<file path="src/design/term_ctrl_pkg.sv">
// Shared constants and types for the terminal character controller.
// Assumes a 50 MHz system clock and the host I/O instruction strobes.
package term_ctrl_pkg;

    // ************************************************************
    // Clock and line rates
    // ************************************************************
    localparam int unsigned CLK_HZ          = 50_000_000;
    localparam int unsigned BAUD_MIN        = 110;
    localparam int unsigned BAUD_MAX        = 4800;
    localparam int unsigned BAUD_SLOW       = 110;
    localparam int unsigned BAUD_FAST       = 150;
    localparam int unsigned SLOW_BIT_CYCLES = CLK_HZ / BAUD_SLOW;
    localparam int unsigned FAST_BIT_CYCLES = CLK_HZ / BAUD_FAST;
    localparam int unsigned CNT_WIDTH       = 20;
    localparam logic [1:0]  STOP_BITS_SLOW  = 2'h2;
    localparam logic [1:0]  STOP_BITS_FAST  = 2'h1;

    // ************************************************************
    // Device codes (octal 10, 11, 50, 51)
    // ************************************************************
    localparam logic [5:0] DEV_CODE_IN_FIRST   = 6'h08;
    localparam logic [5:0] DEV_CODE_OUT_FIRST  = 6'h09;
    localparam logic [5:0] DEV_CODE_IN_SECOND  = 6'h28;
    localparam logic [5:0] DEV_CODE_OUT_SECOND = 6'h29;

    // ************************************************************
    // Word layout: host bit 0 is the word MSB
    // ************************************************************
    localparam int unsigned WORD_WIDTH   = 16;
    localparam int unsigned WORD_MSB     = 15;
    localparam int unsigned CHAR_WIDTH   = 8;
    localparam int unsigned MASK_BIT_IN  = 14;
    localparam int unsigned MASK_BIT_OUT = 15;
    localparam int unsigned MASK_IDX_IN  = WORD_MSB - MASK_BIT_IN;
    localparam int unsigned MASK_IDX_OUT = WORD_MSB - MASK_BIT_OUT;
    localparam logic [7:0]  UPPER_ZERO   = 8'h00;
    localparam logic [7:0]  BUF_RESET    = 8'h00;

    // ************************************************************
    // Function field codes
    // ************************************************************
    localparam logic [1:0] FUNC_NONE  = 2'h0;
    localparam logic [1:0] FUNC_START = 2'h1;
    localparam logic [1:0] FUNC_CLEAR = 2'h2;
    localparam logic [1:0] FUNC_PULSE = 2'h3;

    // ************************************************************
    // Serial engine states
    // ************************************************************
    typedef enum logic [1:0] {RX_IDLE, RX_START, RX_DATA, RX_STOP} rx_state_type;
    typedef enum logic [1:0] {TX_IDLE, TX_START, TX_DATA, TX_STOP} tx_state_type;

endpackage : term_ctrl_pkg

</file>
<file path="src/design/async_terminal_char_controller.sv">
// Terminal character controller: host I/O instruction decode, flags,
// character buffers and interrupt requests over a serial terminal link.
// Assumes host strobes are one-cycle pulses synchronous to sys_clk_i.
//
// Function
// - Characters move as serial ASCII, bit by bit, 110 to 4800 baud; the code runs only 110 or 150 baud.
// - Answer device code octal 10 input, 11 output; second unit 50.
// - Input request masked by mask bit 14, output by mask bit 15.
// - Separate independent 8-bit receive and transmit buffers.
// - Each half keeps its own independent busy and done flags.
// - Start sets busy, clears done, begins receive or transmit.
// - Clear zeroes busy and done and aborts transfer; pulse does nothing.
// - Read returns receive buffer in bits 8-15, zeros in 0-7.
// - Bit 8 is terminal parity, bits 9-15 the seven-bit code.
// - Load takes the host word low bits into transmit buffer.
// - Keyboard characters arrive unprompted, needing no host setup.
// - Assembled character clears input busy, sets done, requests interrupt.
// - Output busy holds during sending; end clears busy, sets done.
// - Input start with tape reader fitted fetches the next tape code.
// - Half duplex: terminal echoes itself; full duplex: host echoes.
// - Line runs 110 baud for slow models, 150 baud for fast.
// - Received data held in a register apart from the shifter.
`timescale 1ns/100ps
module async_terminal_char_controller
    import term_ctrl_pkg::*;
#(
    parameter bit          SECOND_UNIT = 1'b0,
    parameter int unsigned SLOW_CYCLES = SLOW_BIT_CYCLES,
    parameter int unsigned FAST_CYCLES = FAST_BIT_CYCLES
)
(
    // Clock, reset, enable
    input  wire logic                  sys_clk_i,
    input  wire logic                  rstn_i,
    input  wire logic                  ce_i,
    // Host I/O instruction bus
    input  wire logic                  io_strobe_i,
    input  wire logic [5:0]            io_dev_i,
    input  wire logic                  io_read_a_i,
    input  wire logic                  io_load_a_i,
    input  wire logic [1:0]            io_func_i,
    input  wire logic [WORD_WIDTH-1:0] io_data_i,
    output logic      [WORD_WIDTH-1:0] io_data_o,
    output logic                       io_data_valid_o,
    // Priority mask and requests
    input  wire logic [WORD_WIDTH-1:0] mask_i,
    output logic                       in_irq_o,
    output logic                       out_irq_o,
    // Flags
    output logic                       in_busy_o,
    output logic                       in_done_o,
    output logic                       out_busy_o,
    output logic                       out_done_o,
    // Terminal link
    input  wire logic                  fast_model_i,
    input  wire logic                  half_duplex_i,
    input  wire logic                  rx_line_i,
    output logic                       tx_line_o,
    output logic                       reader_step_o
);

    // ************************************************************
    // Instruction decode
    // ************************************************************
    logic [7:0] receive_char_buffer;
    logic [7:0] transmit_char_buffer;
    logic [7:0] rx_char;
    logic       rx_done;
    logic       tx_done;
    logic       tx_active;
    logic       next_in_busy;
    logic       next_in_done;
    logic       next_out_busy;
    logic       next_out_done;

    wire [5:0] in_code  = SECOND_UNIT ? DEV_CODE_IN_SECOND : DEV_CODE_IN_FIRST;
    wire [5:0] out_code = SECOND_UNIT ? DEV_CODE_OUT_SECOND : DEV_CODE_OUT_FIRST;
    wire in_sel    = io_strobe_i && io_dev_i == in_code;
    wire out_sel   = io_strobe_i && io_dev_i == out_code;
    // Pulse function is decoded nowhere: it leaves every flag alone
    wire in_start  = in_sel && io_func_i == FUNC_START;
    wire in_clear  = in_sel && io_func_i == FUNC_CLEAR;
    wire out_start = out_sel && io_func_i == FUNC_START;
    wire out_clear = out_sel && io_func_i == FUNC_CLEAR;
    wire in_read   = in_sel && io_read_a_i;
    wire out_load  = out_sel && io_load_a_i;

    // Data transfer precedes the function within one instruction
    wire [7:0] tx_char_src = out_load ? io_data_i[7:0] : transmit_char_buffer;
    wire       tx_go       = out_start && !out_clear;

    // Own transmission echoes on a shared half-duplex line; ignore it
    wire rx_line_seen = (half_duplex_i && tx_active) ? 1'b1 : rx_line_i;

    // ************************************************************
    // Flag next values; host clear beats hardware set
    // ************************************************************
    always_comb
    begin
        next_in_busy  = in_busy_o;
        next_in_done  = in_done_o;
        next_out_busy = out_busy_o;
        next_out_done = out_done_o;
        if (rx_done)
            next_in_busy = 1'b0;
        if (in_start)
            next_in_busy = 1'b1;
        if (in_clear)
            next_in_busy = 1'b0;
        if (in_start || in_clear)
            next_in_done = 1'b0;
        if (rx_done)
            next_in_done = 1'b1;
        if (tx_done)
            next_out_busy = 1'b0;
        if (out_start)
            next_out_busy = 1'b1;
        if (out_clear)
            next_out_busy = 1'b0;
        if (out_start || out_clear)
            next_out_done = 1'b0;
        if (tx_done)
            next_out_done = 1'b1;
    end

    // ************************************************************
    // Flags, buffers and read data
    // ************************************************************
    always_ff @(posedge sys_clk_i or negedge rstn_i)
    begin
        if (!rstn_i)
        begin
            in_busy_o  <= 1'b0;
            in_done_o  <= 1'b0;
            out_busy_o <= 1'b0;
            out_done_o <= 1'b0;
        end
        else if (ce_i)
        begin
            in_busy_o  <= next_in_busy;
            in_done_o  <= next_in_done;
            out_busy_o <= next_out_busy;
            out_done_o <= next_out_done;
        end
    end

    always_ff @(posedge sys_clk_i or negedge rstn_i)
    begin
        if (!rstn_i)
        begin
            receive_char_buffer  <= BUF_RESET;
            transmit_char_buffer <= BUF_RESET;
            io_data_o            <= '0;
            io_data_valid_o      <= 1'b0;
            reader_step_o        <= 1'b0;
        end
        else if (ce_i)
        begin
            if (rx_done)
                receive_char_buffer <= rx_char;
            if (out_load)
                transmit_char_buffer <= io_data_i[7:0];
            io_data_o       <= in_read ? {UPPER_ZERO, receive_char_buffer} : '0;
            io_data_valid_o <= in_read;
            reader_step_o   <= in_start;
        end
    end

    // ************************************************************
    // Interrupt requests
    // ************************************************************
    assign in_irq_o  = in_done_o && !mask_i[MASK_IDX_IN];
    assign out_irq_o = out_done_o && !mask_i[MASK_IDX_OUT];

    // ************************************************************
    // Serial line engines
    // ************************************************************
    serial_char_link #(
        .SLOW_CYCLES (SLOW_CYCLES),
        .FAST_CYCLES (FAST_CYCLES)
    ) u_link (
        .sys_clk_i   (sys_clk_i),
        .rstn_i      (rstn_i),
        .ce_i        (ce_i),
        .fast_i      (fast_model_i),
        .rx_line_i   (rx_line_seen),
        .rx_abort_i  (in_clear),
        .rx_char_o   (rx_char),
        .rx_done_o   (rx_done),
        .tx_go_i     (tx_go),
        .tx_char_i   (tx_char_src),
        .tx_abort_i  (out_clear),
        .tx_line_o   (tx_line_o),
        .tx_active_o (tx_active),
        .tx_done_o   (tx_done)
    );
endmodule : async_terminal_char_controller

</file>
<file path="src/design/serial_char_link.sv">
// Serial receive and transmit engines for one terminal line pair.
// Assumes line inputs are synchronous to sys_clk_i.
`timescale 1ns/100ps
module serial_char_link
    import term_ctrl_pkg::*;
#(
    parameter int unsigned SLOW_CYCLES = SLOW_BIT_CYCLES,
    parameter int unsigned FAST_CYCLES = FAST_BIT_CYCLES
)
(
    // Clock, reset, enable
    input  wire logic       sys_clk_i,
    input  wire logic       rstn_i,
    input  wire logic       ce_i,
    input  wire logic       fast_i,
    // Receiver
    input  wire logic       rx_line_i,
    input  wire logic       rx_abort_i,
    output logic [7:0]      rx_char_o,
    output logic            rx_done_o,
    // Transmitter
    input  wire logic       tx_go_i,
    input  wire logic [7:0] tx_char_i,
    input  wire logic       tx_abort_i,
    output logic            tx_line_o,
    output logic            tx_active_o,
    output logic            tx_done_o
);

    rx_state_type         rx_state;
    tx_state_type         tx_state;
    logic [CNT_WIDTH-1:0] rx_cnt;
    logic [CNT_WIDTH-1:0] tx_cnt;
    logic [2:0]           rx_bit;
    logic [2:0]           tx_bit;
    logic [7:0]           tx_shift;
    logic [1:0]           stop_left;

    wire [CNT_WIDTH-1:0] bit_len   = fast_i ? CNT_WIDTH'(FAST_CYCLES - 1)
                                            : CNT_WIDTH'(SLOW_CYCLES - 1);
    wire [CNT_WIDTH-1:0] half_len  = {1'b0, bit_len[CNT_WIDTH-1:1]};
    wire [1:0]           stop_last = (fast_i ? STOP_BITS_FAST : STOP_BITS_SLOW) - 2'h1;
    wire                 rx_tick   = rx_cnt == '0;
    wire                 tx_tick   = tx_cnt == '0;

    assign rx_done_o   = ce_i && !rx_abort_i && rx_state == RX_STOP && rx_tick;
    assign tx_done_o   = ce_i && !tx_abort_i && !tx_go_i && tx_state == TX_STOP
                         && tx_tick && stop_left == 2'h0;
    assign tx_active_o = tx_state != TX_IDLE;

    // ************************************************************
    // Receiver: start bit, eight bits LSB first, stop
    // ************************************************************
    always_ff @(posedge sys_clk_i or negedge rstn_i)
    begin
        if (!rstn_i)
        begin
            rx_state  <= RX_IDLE;
            rx_cnt    <= '0;
            rx_bit    <= 3'h0;
            rx_char_o <= BUF_RESET;
        end
        else if (ce_i)
        begin
            if (rx_abort_i)
                rx_state <= RX_IDLE;
            else
            begin
                rx_cnt <= rx_tick ? bit_len : rx_cnt - CNT_WIDTH'(1);
                unique case (rx_state)
                    RX_IDLE:
                    begin
                        if (!rx_line_i)
                        begin
                            rx_state <= RX_START;
                            rx_cnt   <= half_len;
                        end
                    end
                    RX_START:
                    begin
                        if (rx_tick)
                        begin
                            rx_state <= rx_line_i ? RX_IDLE : RX_DATA;
                            rx_bit   <= 3'h0;
                        end
                    end
                    RX_DATA:
                    begin
                        if (rx_tick)
                        begin
                            rx_char_o <= {rx_line_i, rx_char_o[7:1]};
                            rx_bit    <= rx_bit + 3'h1;
                            if (rx_bit == 3'h7)
                                rx_state <= RX_STOP;
                        end
                    end
                    RX_STOP:
                    begin
                        if (rx_tick)
                            rx_state <= RX_IDLE;
                    end
                endcase
            end
        end
    end

    // ************************************************************
    // Transmitter: two stop bits at the slow rate
    // ************************************************************
    always_ff @(posedge sys_clk_i or negedge rstn_i)
    begin
        if (!rstn_i)
        begin
            tx_state  <= TX_IDLE;
            tx_cnt    <= '0;
            tx_bit    <= 3'h0;
            tx_shift  <= BUF_RESET;
            stop_left <= 2'h0;
            tx_line_o <= 1'b1;
        end
        else if (ce_i)
        begin
            if (tx_abort_i)
            begin
                tx_state  <= TX_IDLE;
                tx_line_o <= 1'b1;
            end
            else if (tx_go_i)
            begin
                tx_state  <= TX_START;
                tx_shift  <= tx_char_i;
                tx_cnt    <= bit_len;
                tx_line_o <= 1'b0;
            end
            else if (tx_state != TX_IDLE)
            begin
                tx_cnt <= tx_tick ? bit_len : tx_cnt - CNT_WIDTH'(1);
                if (tx_tick)
                begin
                    unique case (tx_state)
                        TX_START:
                        begin
                            tx_state  <= TX_DATA;
                            tx_bit    <= 3'h0;
                            tx_line_o <= tx_shift[0];
                            tx_shift  <= {1'b0, tx_shift[7:1]};
                        end
                        TX_DATA:
                        begin
                            tx_bit    <= tx_bit + 3'h1;
                            tx_line_o <= (tx_bit == 3'h7) ? 1'b1 : tx_shift[0];
                            tx_shift  <= {1'b0, tx_shift[7:1]};
                            if (tx_bit == 3'h7)
                            begin
                                tx_state  <= TX_STOP;
                                stop_left <= stop_last;
                            end
                        end
                        TX_STOP:
                        begin
                            stop_left <= stop_left - 2'h1;
                            if (stop_left == 2'h0)
                                tx_state <= TX_IDLE;
                        end
                        TX_IDLE:
                            tx_state <= TX_IDLE;
                    endcase
                end
            end
        end
    end

endmodule : serial_char_link

</file>
<file path="config.mk">
export PLATFORM = sky130hd
export DESIGN_NAME = async_terminal_char_controller
export DESIGN_NICKNAME = d
export VERILOG_FILES = /design/src/design/term_ctrl_pkg.sv /design/src/design/async_terminal_char_controller.sv /design/src/design/serial_char_link.sv
export SDC_FILE = /design/constraint.sdc
export NUM_CORES = 1
export LEC_CHECK = 0
export ABC_AREA = 1
export BUFFER_PORTS_ARGS = -buffer_cell sky130_fd_sc_hd__buf_2
export CORE_ASPECT_RATIO = 1.2
export CORE_MARGIN = 5
export CORE_UTILIZATION = 35
export CTS_BUF_LIST = sky130_fd_sc_hd__clkbuf_8
export CTS_CLUSTER_SIZE = 28
export DETAILED_ROUTE_END_ITERATION = 6
export PLACE_DENSITY = 0.54
export SYNTH_ARGS = -nofsm -noshare
export SYNTH_HDL_FRONTEND = slang
export SYNTH_SLANG_ARGS = --single-unit
</file>
<file path="constraint.sdc">
create_clock -name sys_clk_i -period 1.6 [get_ports sys_clk_i]
set_input_delay 0.08 -clock sys_clk_i [delete_from_list [all_inputs] [get_ports sys_clk_i]]
set_output_delay 0.08 -clock sys_clk_i [all_outputs]
set_load 0.03 [all_outputs]
</file>
==> qor.yml <==
status:
  status: "finished with violations"
  failed_checks: "setup timing"
cells_and_area:
  final_cell_mix: "nand2_1 (237), buf_4 (115), dfrtp_1 (97)"
  area_growth_pct: 35.5
  post-route-util_pct: 48.2
  final_common_cell: "nand2_1"
  layout.nets: 1046
  insertedDiodeCount: 0
  drive_above_1_share_pct: 35.8
  finalNonFillerCells: 1206
clock_network:
  cts.sink_count: 99
  clkSlewWorstSetupHoldPaths_ns: 0.11
  cts-root-buf: "clkbuf_8"
  clock_latency_ns: 0.40
  numCtsBuffers: 9
  cts.path.max_buffers: 2
  tritoncts: "done"
  htreeDepth: 3
die:
  dieArea_um2: 19900
  initial_core_util_pct: 35.6
  fp.coreArea_um2: 16900
  die_h_um: 154
  die_w_um: 130
  placementRows: 52
  ioPinCount: 74
critical_path:
  endpoint: "u_link.rx_char_o[0]$_DFFE_PN0P_"
  reg2regPathDepth: 8
  r2r-end: "u_link.rx_char_o[0]$_DFFE_PN0P_"
  cp-start-kind: "flip-flop"
  crit_type: "reg -> reg"
  r2r_start: "u_link.rx_cnt[8]$_DFFE_PN0N_"
  cp_data_arrival_time_ns: 1.96
  reg2reg_slack_ns: -0.07
  crit_fanout: 5
  endpoint_kind: "flip-flop"
  worst_ep_required_time_ns: 1.89
  crit_path_start: "u_link.rx_cnt[8]$_DFFE_PN0N_"
synthesis:
  synth_compound_area_share_pct: 7.86
  syn_area_per_cell_um2: 7.32
  synth_ff_type: "dfrtp_1"
  synth-seq-cells: 99
  synthAdderAreaFrac_pct: 2.49
  synthMuxAreaShare_pct: 0
  yosysWarningCount: 0
  yosysUniqueCellTypes: 41
  seq_area_frac_synth_pct: 41.2
  synthArstFlopShare_pct: 100
  synth_cells: 822
  syn_area_um2: 6020
  synth_edf_count: 0
  synth_top_family_by_area: "simple AND/OR/NAND/NOR gates"
  synth_simple_gate_area_share_pct: 36.5
  synth-xor-area-share_pct: 2.76
timing:
  timing.hold.ws_ns: 0.0529
  slew_violations: 0
  fin_skew_ns: 0.0179
  setup_tns_ns: -0.269
  setup_violations: 7
  hold_violations: 0
  rsz0062_at_grt: "yes"
  layout_worst_path_cycle_share_pct: 105
  fin_ws_ns: -0.0745
  fmaxAchievable_mhz: 597
  min_period_ns: 1.67
route:
  first_pass_iters: 5
  drcViolationCount: 0
  drt_iter0_markers: 250
  vias_per_cell: 4.71
  detail_route.wl_per_cell_um: 13.3
  vias: 5676
  ant_nets: 0
  wirelength_um: 16000
place:
  gp_congestion: 0.886
  dp_hpwl_um: 12100
  dp.cells: 1180
  place_ws_ns: -0.150
  port_buffers: 43
global_route:
  met1_usage_pct: 20.4
  grt_util_met2_pct: 28.3
  grt_util_all_layers_pct: 16.3
  top_usage_layer: "met2"
  grt_use_met3_pct: 1.91
  antenna_found_initial: 0
  grt_start_max_net_pins: 34
  grt_pass1_vias: 5550
  grt_pass1_wl_um: 26300
  grt_overflow: 0
power_and_ir_drop:
  ir_drop_v: 0.000659
  cellPowerDensity_nw_per_um2: 1030
  leakagePower_nw: 4.17
hold_path:
  hp-class: "in -> reg"
job:
  drv_cap: 0
## registers in the layout, summed over array words and instances (netlist names)
register,flops
in_busy_o,1
in_done_o,1
io_data_o,8
io_data_valid_o,1
out_busy_o,1
out_done_o,1
reader_step_o,1
receive_char_buffer,8
transmit_char_buffer,8
u_link.rx_bit,3
u_link.rx_char_o,8
u_link.rx_cnt,20
u_link.rx_state,2
u_link.stop_left,2
u_link.tx_bit,3
u_link.tx_cnt,20
u_link.tx_line_o,1
u_link.tx_shift,8
u_link.tx_state,2
## metrics by stage
| step | power (W) | instance area, um^2 |
|---|---|---|
| 2_1_floorplan | 0.00479 | 6050 |
| 5_1_grt | 0.00904 | 8160 |
| 3_5_place_dp | 0.00615 | 7270 |
| 4_1_cts | 0.00812 | 7700 |
| 3_3_place_gp | 0.00613 | 7270 |
| 6_report | 0.00842 | 8160 |
## cells in the mapped netlist, drive strengths merged (2+ instances only)
| cell | instances | area [um^2] |
|---|---|---|
| or2 | 5 | 31.3 |
| nand3b | 5 | 50.1 |
| dfrtp | 98 | 2450 |
| inv | 95 | 357 |
| nand2 | 277 | 1070 |
| a21oi | 11 | 55.1 |
| nor2 | 103 | 485 |
| xnor2 | 7 | 61.3 |
| clkbuf | 5 | 18.8 |
| nand3 | 69 | 388 |
| a21boi | 2 | 15.0 |
| nor3 | 9 | 61.3 |
| xor2 | 12 | 105 |
| ha | 12 | 150 |
| nand4 | 17 | 106 |
| o21ai | 66 | 360 |
| buf | 22 | 176 |
## worst min-delay path by stage
stage	start	cells after the start	to
2_1_floorplan	rstn_i	0	in_busy_o$_DFFE_PN0P_
5_1_grt	io_data_i[0]	5	transmit_char_buffer[0]$_DFFE_PN0P_
3_5_place_dp	rstn_i	1	transmit_char_buffer[6]$_DFFE_PN0P_
3_3_place_gp	rstn_i	1	transmit_char_buffer[6]$_DFFE_PN0P_
6_report	io_data_i[2]	5	transmit_char_buffer[2]$_DFFE_PN0P_
4_1_cts	io_data_i[2]	5	transmit_char_buffer[2]$_DFFE_PN0P_
## final cells by class
| cell class | instances | area, um^2 |
|---|---|---|
| inverters | 95 | 369 |
| clock buffers | 9 | 124 |
| fillers | 1692 | 8760 |
| well taps | 216 | 270 |
| flip-flops and latches | 99 | 2480 |
| multi-input cells | 609 | 3560 |
| clock inverters | 7 | 83.8 |
| repair buffers | 171 | 1260 |
## where the power goes
part	total [W]	internal (W)	switching (W)
Combinational	0.00353	0.00162	0.00192
Sequential	0.00318	0.00287	0.000312
Clock	0.00171	0.000622	0.00108
## metal layers
layer / part of all wire [%] / wire length (um)
met1: 44 / 7040
met2: 51 / 8140
met3: 2.7 / 438
met4: 2.6 / 409
met5: 0 / 0
## timing repair
| item | 4_1_cts | 5_1_grt |
|---|---|---|
| pin swaps | 12 | 57 |
| setup buffers | 4 | 8 |
| gates resized for setup | 49 | 131 |
| gates cloned | 0 | 1 |
| endpoints found under the hold margin | 99 | 0 |
| hold buffers | 1 | 0 |
| endpoints found under the setup margin | 56 | 78 |
## kinds of logic (layout without fill, tap and decap cells)
kind of cell    Yosys count  in the layout
other cells               1              8
compound gates           84             84
buf+inv                 122            282
xor+xnor                 19             19
flops                    99             99
simple gates            485            486
fa+ha+maj                12             12
## worst max-delay path: stages (launching register included)
cell	delay, ns
dfrtp_1	0.41
nor2_2	0.18
nand2_2	0.10
nor2_4	0.19
inv_2	0.08
nor3_4	0.27
nand3_2	0.17
nand2_1	0.09
o21ai_1	0.07
Note: power is estimated with default switching activity, not from simulation.
